==> src/drs_consts.vh <==
// constants for the ramp sweep control block
// assumes plain verilog-2005, included by bare name
// Operation
// - no-dwell on: output returns to start value when sweep completes.
// - no-dwell off: output holds final value after sweep completes.
// - edge trigger: profile pin edge starts one single sweep.
// - state trigger: sweep restarts repeatedly while profile pin 0 high.
// - sweep modes up, down, bidirectional, none; none holds ramp reset.
// - dc output forces dac code full scale, suppresses synthesizer output.
// - auto-clear zeroes accumulator one cycle on each update strobe.
// - clear setting holds accumulator asynchronously reset while set.
// - load-on-update aborts step timer on update, reloads step rate.
// - modulus mode: fractional modulus from base, limit and step words.
// - register data arrives as plain ports; the serial data pin is never driven.
// - registers are at most eight bytes wide.
// - serial clock rises are only counted while chip select low; state machines run on clk.
// - ramp starts at start point, steps by step size per interval.
// - profile from three-bit control field or pins, pins serial mode only.
`ifndef DRS_CONSTS_VH
`define DRS_CONSTS_VH
`define DRS_AW 32
`define DRS_DACW 10
`define DRS_RATEW 16
`define DRS_SW_NONE 2'h0
`define DRS_SW_UP 2'h1
`define DRS_SW_DOWN 2'h2
`define DRS_SW_BIDIR 2'h3
`define DRS_PROF_FIELD_HI 22
`define DRS_PROF_FIELD_LO 20
`define DRS_DAC_FULL 10'h3ff
`endif

==> src/drs_sync.v <==
// two-flop synchroniser for a bus of pin inputs
// assumes inputs asynchronous to clk
`timescale 1ns/1ps
`default_nettype none
module drs_sync #(
    parameter W = 1
) (
    input wire clk,
    input wire rst_n,
    input wire [W-1:0] d,
    output reg [W-1:0] q
);
    reg [W-1:0] meta_r;
    // =====================================
    // first stage read only by second stage
    always @(posedge clk or negedge rst_n) begin
        if (!rst_n) begin
            meta_r <= {W{1'b0}};
            q <= {W{1'b0}};
        end else begin
            meta_r <= d;
            q <= meta_r;
        end
    end
endmodule
`default_nettype wire

==> src/drs_ramp_ctrl.v <==
// digital ramp generator control: sweep, triggering, clears, modulus
// assumes host drives profile pins, update strobe and serial clock
// asynchronously; register contents arrive as plain ports
`timescale 1ns/1ps
`default_nettype none
`include "drs_consts.vh"
module drs_ramp_ctrl (
    input wire clk,
    input wire rst_n,
    input wire profile_select_bit0,
    input wire profile_select_bit1,
    input wire profile_select_bit2,
    input wire io_update,
    input wire serial_clk,
    input wire chip_select_n,
    input wire serial_data_io_in,
    output reg serial_data_io_out,
    output reg serial_data_io_oe,
    input wire [2:0] profile_field,
    input wire use_profile_pins,
    input wire serial_mode,
    input wire no_dwell,
    input wire state_trigger,
    input wire [1:0] sweep_type,
    input wire dc_output,
    input wire auto_clear,
    input wire clear_accum,
    input wire load_on_update,
    input wire [`DRS_RATEW-1:0] step_rate_value,
    input wire [`DRS_AW-1:0] start_word,
    input wire [`DRS_AW-1:0] end_word,
    input wire [`DRS_AW-1:0] step_word,
    input wire mod_enable,
    input wire [`DRS_AW-1:0] base_word,
    input wire [`DRS_AW-1:0] mod_limit,
    input wire [`DRS_AW-1:0] mod_step,
    output reg [`DRS_AW-1:0] tuning_word,
    output reg [`DRS_DACW-1:0] dac_code,
    output reg dds_enable,
    output reg [2:0] active_profile,
    output reg sweep_done,
    output reg [7:0] sclk_edges
);
    // =====================================
    // input synchronisers
    wire [2:0] prof_s;
    wire upd_s;
    wire sclk_s;
    wire csn_s;
    drs_sync #(.W(6)) u_sync (
        .clk(clk),
        .rst_n(rst_n),
        .d({profile_select_bit2, profile_select_bit1, profile_select_bit0,
            io_update, serial_clk, chip_select_n}),
        .q({prof_s, upd_s, sclk_s, csn_s})
    );

    // =====================================
    // edge detection on synchronised levels
    reg upd_d_r;
    reg sclk_d_r;
    reg [2:0] prof_d_r;
    wire upd_rise = upd_s & ~upd_d_r;
    wire sclk_rise = sclk_s & ~sclk_d_r;
    always @(posedge clk or negedge rst_n) begin
        if (!rst_n) begin
            upd_d_r <= 1'b0;
            sclk_d_r <= 1'b0;
            prof_d_r <= 3'h0;
        end else begin
            upd_d_r <= upd_s;
            sclk_d_r <= sclk_s;
            prof_d_r <= prof_s;
        end
    end

    // pick the active profile from the pins or the control field
    function [2:0] pick_profile;
        input pins_ok;
        input [2:0] pins;
        input [2:0] field;
        begin
            pick_profile = pins_ok ? pins : field;
        end
    endfunction

    wire pins_ok = use_profile_pins & serial_mode;
    wire [2:0] prof_now = pick_profile(pins_ok, prof_s, profile_field);
    wire trig_lvl = prof_s[0];
    wire trig_edge = prof_s[0] & ~prof_d_r[0];

    // =====================================
    // serial clock activity: rises counted while chip select low, data pin never driven
    // here since register access is modelled by plain ports
    always @(posedge clk or negedge rst_n) begin
        if (!rst_n) begin
            sclk_edges <= 8'h00;
            serial_data_io_out <= 1'b0;
            serial_data_io_oe <= 1'b0;
        end else begin
            if (!csn_s && sclk_rise) begin
                sclk_edges <= sclk_edges + 8'h01;
            end
            serial_data_io_out <= 1'b0;
            serial_data_io_oe <= 1'b0;
        end
    end

    // =====================================
    // step-rate timer
    reg [`DRS_RATEW-1:0] timer_r;
    wire step_tick = (timer_r == {`DRS_RATEW{1'b0}});
    always @(posedge clk or negedge rst_n) begin
        if (!rst_n) begin
            timer_r <= {`DRS_RATEW{1'b0}};
        end else if (load_on_update && upd_rise) begin
            timer_r <= step_rate_value;
        end else if (step_tick) begin
            timer_r <= step_rate_value;
        end else begin
            timer_r <= timer_r - {{(`DRS_RATEW-1){1'b0}}, 1'b1};
        end
    end

    // =====================================
    // sweep state machine
    localparam ST_IDLE = 2'h0;
    localparam ST_RUN = 2'h1;
    localparam ST_DONE = 2'h2;
    reg [1:0] st_r;
    reg dir_dn_r;
    reg [`DRS_AW-1:0] acc_r;
    wire none_sw = (sweep_type == `DRS_SW_NONE);
    wire [`DRS_AW:0] up_sum = {1'b0, acc_r} + {1'b0, step_word};
    wire at_end = (up_sum >= {1'b0, end_word});
    wire at_start = (acc_r <= start_word + step_word);
    wire start_req = state_trigger ? trig_lvl : trig_edge;
    // async clear holds the accumulator; a glitch-free static level
    wire acc_rst_n = rst_n & ~clear_accum;

    always @(posedge clk or negedge acc_rst_n) begin
        if (!acc_rst_n) begin
            acc_r <= {`DRS_AW{1'b0}};
            st_r <= ST_IDLE;
            dir_dn_r <= 1'b0;
        end else if (none_sw) begin
            acc_r <= {`DRS_AW{1'b0}};
            st_r <= ST_IDLE;
            dir_dn_r <= 1'b0;
        end else if (auto_clear && upd_rise) begin
            acc_r <= {`DRS_AW{1'b0}};
        end else begin
            case (st_r)
                ST_IDLE: begin
                    if (start_req) begin
                        acc_r <= (sweep_type == `DRS_SW_DOWN) ? end_word
                                 : start_word;
                        dir_dn_r <= (sweep_type == `DRS_SW_DOWN);
                        st_r <= ST_RUN;
                    end
                end
                ST_RUN: begin
                    if (step_tick && !dir_dn_r) begin
                        if (at_end) begin
                            acc_r <= end_word;
                            if (sweep_type == `DRS_SW_BIDIR) begin
                                dir_dn_r <= 1'b1;
                            end else begin
                                st_r <= ST_DONE;
                            end
                        end else begin
                            acc_r <= up_sum[`DRS_AW-1:0];
                        end
                    end else if (step_tick) begin
                        if (at_start) begin
                            acc_r <= start_word;
                            st_r <= ST_DONE;
                        end else begin
                            acc_r <= acc_r - step_word;
                        end
                    end
                end
                ST_DONE: begin
                    if (no_dwell) begin
                        acc_r <= (sweep_type == `DRS_SW_DOWN) ? end_word
                                 : start_word;
                    end
                    // without no-dwell acc_r keeps the final value
                    if (state_trigger && trig_lvl) begin
                        st_r <= ST_IDLE;
                    end else if (!trig_lvl) begin
                        st_r <= ST_IDLE; // rearm single sweep on low
                    end
                end
                default: begin
                    st_r <= ST_IDLE;
                end
            endcase
        end
    end

    // =====================================
    // programmable modulus: fractional accumulator of limit/step
    reg [`DRS_AW-1:0] frac_r;
    reg carry_r;
    wire [`DRS_AW:0] frac_sum = {1'b0, frac_r} + {1'b0, mod_step};
    always @(posedge clk or negedge rst_n) begin
        if (!rst_n) begin
            frac_r <= {`DRS_AW{1'b0}};
            carry_r <= 1'b0;
        end else if (!mod_enable) begin
            frac_r <= {`DRS_AW{1'b0}};
            carry_r <= 1'b0;
        end else if (frac_sum >= {1'b0, mod_limit}) begin
            frac_r <= frac_sum[`DRS_AW-1:0] - mod_limit;
            carry_r <= 1'b1;
        end else begin
            frac_r <= frac_sum[`DRS_AW-1:0];
            carry_r <= 1'b0;
        end
    end

    // =====================================
    // registered outputs
    always @(posedge clk or negedge rst_n) begin
        if (!rst_n) begin
            tuning_word <= {`DRS_AW{1'b0}};
            dac_code <= {`DRS_DACW{1'b0}};
            dds_enable <= 1'b0;
            active_profile <= 3'h0;
            sweep_done <= 1'b0;
        end else begin
            if (mod_enable) begin
                tuning_word <= base_word + {{(`DRS_AW-1){1'b0}}, carry_r};
            end else begin
                tuning_word <= acc_r;
            end
            dac_code <= dc_output ? `DRS_DAC_FULL
                        : acc_r[`DRS_AW-1:`DRS_AW-`DRS_DACW];
            dds_enable <= ~dc_output;
            active_profile <= prof_now;
            sweep_done <= (st_r == ST_DONE);
        end
    end
endmodule
`default_nettype wire

==> config.mk <==
export PLATFORM = sky130hd
export DESIGN_NAME = drs_ramp_ctrl
export DESIGN_NICKNAME = d
export VERILOG_FILES = /design/src/drs_sync.v /design/src/drs_ramp_ctrl.v
export VERILOG_INCLUDE_DIRS = /design/src
export SDC_FILE = /design/constraint.sdc
export NUM_CORES = 1
export LEC_CHECK = 0
export BUFFER_PORTS_ARGS = -buffer_cell sky130_fd_sc_hd__buf_2
export CELL_PAD_IN_SITES_DETAIL_PLACEMENT = 1
export CELL_PAD_IN_SITES_GLOBAL_PLACEMENT = 1
export CORE_UTILIZATION = 44
export CTS_BUF_LIST = sky130_fd_sc_hd__clkbuf_8
export DETAILED_ROUTE_END_ITERATION = 12
export PLACE_DENSITY = 0.92
export SLEW_MARGIN = 20
export SYNTH_ARGS = -nofsm -noshare
export SYNTH_HDL_FRONTEND = slang
export SYNTH_SLANG_ARGS = --single-unit
export TNS_END_PERCENT = 30
==> constraint.sdc <==
create_clock -name clk -period 6.4 [get_ports clk]
set_input_delay 1.92 -clock clk [delete_from_list [all_inputs] [get_ports clk]]
set_output_delay 1.92 -clock clk [all_outputs]
set_load 0.02 [all_outputs]
=== Yosys cells after proc, flatten, opt, wreduce, memory -nomap -nowiden ===
Cells that the tools add are included.

* Add/subtract/negate cells: 8
* $lt $le $gt $ge: 3
* Equal/unequal tests: 17
* Muxes and demuxes: 38
* Bitwise logic cells: 10
* Reduce and logical (&&, ||, !) cells: 15

{| class="wikitable"
|+ Operators by type and width
! operator !! number
|-
| $mux W32 || 12
|-
| $pmux W32 S3 || 1
|-
| $add A32 B32 Y33 || 2
|-
| $ge A33 B32 Y1 || 2
|-
| $sub A32 B32 Y32 || 2
|-
| $add A32 B1 Y32 || 1
|-
| $add A32 B32 Y32 || 1
|-
| $le A32 B32 Y1 || 1
|-
| $mux W16 || 2
|-
| $ne A4 B4 Y1 const B || 7
|-
| $mux W2 || 10
|-
| $logic_not A16 Y1 || 1
|-
| $sub A16 B1 Y16 const B || 1
|-
| $ne A3 B3 Y1 const B || 4
|-
| $mux W10 || 1
|-
| $mux W1 || 9
|-
| $add A8 B1 Y8 const B || 1
|-
| $reduce_and A7 Y1 || 1
|-
| $eq A2 B2 Y1 const B || 3
|-
| $pmux W2 S3 || 1
|-
| $reduce_and A6 Y1 || 1
|-
| $and A1 B1 Y1 || 5
|-
| $logic_and A1 B1 Y1 || 5
|-
| $ne A5 B5 Y1 const B || 1
|-
| other kinds (10) || 16
|}

* Register bits: 154
* Bits of input ports: 231
* Output and inout port bits: 57
* Logic and storage cells: 108

=== Logic depth before layout (Yosys ltp) ===
* Depth after elaboration: 8
* Mapped depth: 25
* Mapped depth without buffers: 23

=== By module ===
Synthesis repeated with hierarchy kept, for this count alone.

* Cells, all modules: 2208
* Area total of the unflattened synthesis: 17566.8 sq um

{| class="wikitable"
|+ Modules (own cells, without submodules)
! module !! times used !! cells each !! area each (sq um) !! sequential area each (sq um)
|-
| drs_ramp_ctrl || 1 || 2196 || 17266.6 || 3553.4
|-
| drs_sync || 1 || 12 || 300.3 || 300.3
|}

=== Worst setup path before layout ===
No wires, ideal clock.

* Kind: input-to-reg
* Start: input start_word[9]
* End: register acc_r[16]
* Library setup time: 121 ps
* Arrival: 6237 ps
* Data required time: 6279 ps
* Slack: 42 ps
* Stages on the path: 21
* Path buffers: 2
* Cells stage by stage: ha_1 -> o21a_1 -> o21a_1 -> o21a_1 -> o2111ai_1 -> o21ai_1 -> a2111oi_0 -> nor2_1 -> a31o_2 -> or4b_1 -> nand3_1 -> ha_1 -> nand4_1 -> nor2_1 -> nand2_1 -> o31ai_1 -> clkbuf_1 -> clkbuf_1 -> mux2i_1 -> nand2_1 -> a22o_1

* Cells in the longest elaborated chain, start to end: 8

{| class="wikitable"
|+ Ends and longest elaborated chain
! item !! line !! source
|-
| start: declaration || drs_ramp_ctrl.v:30 || <nowiki>input wire [`DRS_AW-1:0] start_word,</nowiki>
|-
| $add A32 B32 Y32 || drs_ramp_ctrl.v:136 || <nowiki>wire at_start = (acc_r <= start_word + step_word);</nowiki>
|-
| $le A32 B32 Y1 || drs_ramp_ctrl.v:136 ||
|-
| $mux W32 || drs_ramp_ctrl.v:175 || <nowiki>if (at_start) begin</nowiki>
|-
| $mux W32 || drs_ramp_ctrl.v:174 || <nowiki>end else if (step_tick) begin</nowiki>
|-
| $mux W32 || drs_ramp_ctrl.v:163 || <nowiki>if (step_tick && !dir_dn_r) begin</nowiki>
|-
| $pmux W32 S3 || drs_ramp_ctrl.v:153 || <nowiki>case (st_r)</nowiki>
|-
| $mux W32 || drs_ramp_ctrl.v:150 || <nowiki>end else if (auto_clear && upd_rise) begin</nowiki>
|-
| $mux W32 || drs_ramp_ctrl.v:146 || <nowiki>end else if (none_sw) begin</nowiki>
|-
| end signal: assignment || drs_ramp_ctrl.v:147 || <nowiki>acc_r <= {`DRS_AW{1'b0}};</nowiki>
|-
| end signal: assignment || drs_ramp_ctrl.v:151 || <nowiki>acc_r <= {`DRS_AW{1'b0}};</nowiki>
|-
| end signal: assignment || drs_ramp_ctrl.v:165 || <nowiki>acc_r <= end_word;</nowiki>
|-
| end: declaration || drs_ramp_ctrl.v:132 || <nowiki>reg [`DRS_AW-1:0] acc_r;</nowiki>
|}

Every way passes these cells. The select of a mux whose other input is x is not followed.
A chain may end at the register's enable or synchronous reset.

=== Final worst setup path ===
* Start: input step_word[6]
* End: register acc_r[16]

* Cells in the longest elaborated chain, start to end: 8
* Elaborated cells between the ends (all ways): 12
* Classes of those cells: add/sub: 3; order compare: 2; mux: 7

{| class="wikitable"
|+ Ends and longest elaborated chain
! item !! line !! source
|-
| start: declaration || drs_ramp_ctrl.v:32 || <nowiki>input wire [`DRS_AW-1:0] step_word,</nowiki>
|-
| $add A32 B32 Y32 || drs_ramp_ctrl.v:136 ||
|-
| $le A32 B32 Y1 || drs_ramp_ctrl.v:136 ||
|-
| $mux W32 || drs_ramp_ctrl.v:175 ||
|-
| $mux W32 || drs_ramp_ctrl.v:174 ||
|-
| $mux W32 * || drs_ramp_ctrl.v:163 ||
|-
| $pmux W32 S3 * || drs_ramp_ctrl.v:153 ||
|-
| $mux W32 * || drs_ramp_ctrl.v:150 ||
|-
| $mux W32 * || drs_ramp_ctrl.v:146 ||
|}

Mark *: on every way between the ends. The rest lies on a longest branch, timed or not. The select of a mux whose other input is x is not followed.

==> report_table.html <==
<table>
<tr><th>Metric</th><th>Value</th></tr>
<tr><th colspan="2">Floorplanning</th></tr>
<tr><td>Placeable core region</td><td>39000 sq um</td></tr>
<tr><td>Initial standard-cell utilization of the core</td><td>45.1%</td></tr>
<tr><td>Top-level port count</td><td>288</td></tr>
<tr><td>Die area</td><td>40800 sq um</td></tr>
<tr><td>Vertical extent of the die</td><td>202 um</td></tr>
<tr><td>Cell Rows</td><td>72</td></tr>
<tr><td>Floorplan die width</td><td>202 um</td></tr>
<tr><th colspan="2">Clocking</th></tr>
<tr><td>Cell chosen for the clock root</td><td>clkbuf_8</td></tr>
<tr><td>Deepest level of the CTS H-tree</td><td>4</td></tr>
<tr><td>Hold buffers post-CTS</td><td>0</td></tr>
<tr><td>Clock insertion delay at the later pin of the skew report</td><td>500 ps</td></tr>
<tr><td>Total number of clock tree sinks</td><td>154</td></tr>
<tr><td>Clock tree from TritonCTS</td><td>built</td></tr>
<tr><td>Largest buffer count on any clock path</td><td>2</td></tr>
<tr><td>Num CTS Buffers</td><td>17</td></tr>
<tr><td>CTS clk-pin slew, worst paths</td><td>130 ps</td></tr>
<tr><th colspan="2">Final layout</th></tr>
<tr><td>Final design instance area without fill</td><td>23700 sq um</td></tr>
<tr><td>Final nets</td><td>3277</td></tr>
<tr><td>Growth of design area from synthesis to finish</td><td>34.8%</td></tr>
<tr><td>Filler Cell Count</td><td>4794</td></tr>
<tr><td>Leading cell type in the layout, fill and taps excluded</td><td>buf_4</td></tr>
<tr><td>Most used cells in the layout excluding fill and tap cells</td><td>buf_4 (388), buf_2 (280), ha_1 (217)</td></tr>
<tr><td>Fraction of layout cells with a size suffix above 1</td><td>31.2%</td></tr>
<tr><th colspan="2">STA</th></tr>
<tr><td>Final setup violation count</td><td>35</td></tr>
<tr><td>Fmax</td><td>0.147 GHz</td></tr>
<tr><td>Share of the clock period used by the worst path after layout</td><td>106%</td></tr>
<tr><td>Setup clock skew after layout</td><td>30.7 ps</td></tr>
<tr><td>Minimum clock period after layout</td><td>6810 ps</td></tr>
<tr><td>Post-route setup slack</td><td>-410 ps</td></tr>
<tr><td>Number of failing hold endpoints at the final stage</td><td>0</td></tr>
<tr><td>Min Hold Slack</td><td>341 ps</td></tr>
<tr><td>Unrepaired setup endpoints after global routing</td><td>yes</td></tr>
<tr><td>Slew headroom</td><td>17.4%</td></tr>
<tr><td>Pins Over Slew Limit</td><td>0</td></tr>
<tr><td>Transition at the pin with the smallest max-transition slack</td><td>1240 ps</td></tr>
<tr><th colspan="2">Yosys</th></tr>
<tr><td>Register area share after synthesis</td><td>21.9%</td></tr>
<tr><td>Share of flip-flops with an asynchronous set or reset after synthesis</td><td>100%</td></tr>
<tr><td>Number of synthesized register bits</td><td>154</td></tr>
<tr><td>Dominant cells by area after synthesis</td><td>dfrtp_1 (22%), ha_1 (16%), xnor2_1 (5.7%), a21oi_1 (5.1%), nor2_1 (4.4%)</td></tr>
<tr><td>Area share of the largest cell type after synthesis</td><td>21.9%</td></tr>
<tr><td>Avg Inst Size Synth</td><td>8.07 sq um</td></tr>
<tr><td>Area leader, netlist</td><td>dfrtp_1</td></tr>
<tr><td>Count of yosys warnings during synthesis</td><td>0</td></tr>
<tr><td>Most instantiated flip-flop cell in the synthesis netlist</td><td>dfrtp_1</td></tr>
<tr><td>Cell variety after synth</td><td>98</td></tr>
<tr><td>Synthesized instance count</td><td>2179</td></tr>
<tr><td>Synth Cell Area</td><td>17600 sq um</td></tr>
<tr><td>Number of enable flip-flop cells after synthesis</td><td>0</td></tr>
<tr><th colspan="2">Drt</th></tr>
<tr><td>Wirelength per Cell</td><td>26.2 um</td></tr>
<tr><td>Avg Vias per Cell</td><td>6.39</td></tr>
<tr><td>Iteration-0 DRC Markers</td><td>1951</td></tr>
<tr><td>DRC errors left</td><td>0</td></tr>
<tr><td>Pre-Repair DR Iteration Count</td><td>6</td></tr>
<tr><td>Final wirelength</td><td>88000 um</td></tr>
<tr><td>Count of nets left with antenna violations after detail routing</td><td>0</td></tr>
<tr><td>Detailed-route via count</td><td>21400</td></tr>
<tr><th colspan="2">Global route</th></tr>
<tr><td>Pin count of the biggest net entering global routing</td><td>71</td></tr>
<tr><td>Total gr overflow</td><td>0</td></tr>
<tr><td>Number of global-route vias before repair</td><td>22400</td></tr>
<tr><td>Antenna violations before repair</td><td>10</td></tr>
<tr><td>Global routing usage summed across all routing layers</td><td>39.3%</td></tr>
<tr><td>Wire length of the first global-routing pass</td><td>126000 um</td></tr>
<tr><th colspan="2">Setup path</th></tr>
<tr><td>Critical Path RT</td><td>6800 ps</td></tr>
<tr><td>Depth of the worst register-to-register path</td><td>25</td></tr>
<tr><td>Type of destination of the critical path</td><td>register</td></tr>
<tr><td>Arrival time worst endpoint</td><td>7220 ps</td></tr>
<tr><td>Critical path class</td><td>input pin to register</td></tr>
<tr><td>Critical Path Sink</td><td>acc_r[16]</td></tr>
<tr><td>Crit path launch</td><td>step_word[6]</td></tr>
<tr><td>Peak fanout along the critical path</td><td>8</td></tr>
<tr><td>Launch point of the worst reg-to-reg path</td><td>acc_r[1]</td></tr>
<tr><td>Register-to-register setup slack</td><td>580 ps</td></tr>
<tr><td>Critical R2R Capture</td><td>acc_r[16]</td></tr>
<tr><td>Worst Setup Start Kind</td><td>input pin</td></tr>
<tr><th colspan="2">Pwr</th></tr>
<tr><td>Internal power contribution</td><td>5800 uW</td></tr>
<tr><td>Worst ir drop on vdd</td><td>0.214 mV</td></tr>
<tr><td>Switching fraction of total power</td><td>52.4%</td></tr>
<tr><td>Sequential share of power</td><td>13.4%</td></tr>
<tr><td>Share of power burned in combinational logic</td><td>79.9%</td></tr>
<tr><td>Clk network pwr share</td><td>6.7%</td></tr>
<tr><td>Total power density per cell area</td><td>514 nW/um^2</td></tr>
<tr><td>Switching component of the power</td><td>6380 uW</td></tr>
<tr><td>Reported leakage power</td><td>0.0117 uW</td></tr>
<tr><th colspan="2">Placement</th></tr>
<tr><td>DP Worst Slack</td><td>-1020 ps</td></tr>
<tr><td>Port-buffer cells</td><td>284</td></tr>
<tr><td>Placed instance area</td><td>22000 sq um</td></tr>
<tr><td>Global placer's final weighted congestion</td><td>0.961</td></tr>
<tr><td>DP HPWL</td><td>61700 um</td></tr>
<tr><th colspan="2">Worst hold path</th></tr>
<tr><td>Type of the worst min-delay path</td><td>register to register</td></tr>
<tr><td>Hold path startpoint</td><td>u_sync.meta_r[1]</td></tr>
<tr><th colspan="2">Job</th></tr>
<tr><td>Total of max-cap violations</td><td>0</td></tr>
<tr><th colspan="2">Outcome</th></tr>
<tr><td>Run status</td><td>complete, but fails checks</td></tr>
<tr><td>Failing checks</td><td>negative setup slack</td></tr>
</table>
## power by group through the flow
stage	Combinational, uW	Sequential (uW)	Clock [uW]
floorplan	4790	1550	0
global placement	7470	1580	0
detailed placement	7980	1600	0
CTS	8730	1590	819
global route	10200	1650	854
finish	9730	1630	822
## synthesized netlist by cell type (11+ instances only)
cell	n
nand4_1	29
o21a_1	31
mux2i_1	41
clkbuf_1	51
nand2_1	163
buf_2	12
a21oi_1	180
a21o_1	59
nand2b_1	26
buf_6	11
and3_1	26
dfrtp_1	154
a211o_1	23
xnor2_1	114
nand3_1	46
and2_1	12
inv_1	158
o21bai_1	28
o211ai_1	18
ha_1	229
a211oi_1	31
o31ai_1	20
o21ai_0	116
a22o_1	20
nor4_1	16
xor2_1	64
nor3_1	36
a31oi_1	23
o221ai_1	12
or2_2	14
nor2b_1	32
nor2_1	207
a221oi_1	23
## worst min path at each step
stage	to	slack (ps)	cells past startpoint
5_1_grt	u_sync.q[1]	360	0
3_5_place_dp	u_sync.q[2]	340	0
4_1_cts	u_sync.q[1]	340	0
2_1_floorplan	u_sync.q[0]	330	0
3_3_place_gp	u_sync.q[0]	330	0
6_report	u_sync.q[1]	340	0
## area by class of cell
type                            instances  area [sq um]  share of cell area (%)
Antenna cell                            9          22.5                  0.0950
Clock buffer                           17           234                   0.987
Clock inverter                         15           190                   0.803
Inverter                              160           606                    2.56
Multi-Input combinational cell       1788         13500                    56.8
Sequential cell                       154          3850                    16.3
Tap cell                              518           648                    2.73
Timing Repair Buffer                  691          4670                    19.7
## worst max-delay path, stage by stage
cell	delay, ps
buf_2	150
inv_2	90
ha_4	310
nor2b_1	80
nor4_2	340
a211oi_2	140
buf_4	170
o211ai_1	320
buf_4	190
o2111ai_4	160
a31oi_4	260
buf_4	170
xor2_2	210
ha_1	320
a21oi_1	240
nor2b_1	80
a311o_1	360
a21oi_2	170
o221ai_4	170
a31oi_4	230
o21a_4	170
buf_8	140
buf_12	160
mux2i_1	290
a221oi_1	140
a22o_1	220
## metal layers
metal / up-vias / track usage [%] / wire, um
li1: 9150 / - / -
met1: 10400 / 46.9 / 32700
met2: 1384 / 68.2 / 41500
met3: 491 / 6.93 / 7810
met4: 10 / 18.8 / 5840
met5: - / 0 / 58
## state kept, by name, indices dropped and copies added (netlist names)
register,cells
upd_d_r,1
dds_enable,1
st_r,2
tuning_word,32
sclk_edges,8
prof_d_r,1
dac_code,10
u_sync.q,6
timer_r,16
sclk_d_r,1
u_sync.meta_r,6
frac_r,32
dir_dn_r,1
acc_r,32
sweep_done,1
active_profile,3
carry_r,1
## logic make-up (layout without fill, tap and decap cells)
| logic type | after synthesis | after routing | share of synthesized area (%) |
|---|---|---|---|
| buf+inv | 238 | 883 | 5.71 |
| compound gates | 663 | 663 | 25.4 |
| simple gates | 663 | 663 | 18.4 |
| mux | 48 | 48 | 2.78 |
| fa+ha+maj | 234 | 234 | 16.9 |
| other cells | 1 | 11 | 0.0213 |
| flops | 154 | 154 | 21.9 |
| xor+xnor | 178 | 178 | 8.87 |
## repair_timing
action | 4_1_cts | 5_1_grt
resized for setup | 86 | 91
pin swaps | 53 | 68
cloned | 4 | 0
buffers inserted | 28 | 18
endpoints found under the setup margin | 37 | 67
## per-stage QoR
stage	setup TNS (ps)	utilization [%]	power [uW]	cells
2_1_floorplan	0	-	6340	2180
3_3_place_gp	-31750	56.5	9050	3265
3_5_place_dp	-45740	56.5	9590	3265
4_1_cts	-323	59.2	11100	3329
5_1_grt	-9840	60.7	12700	3347
6_report	-9010	60.8	12200	3352
No activity file was read; power rests on OpenSTA's default activity.
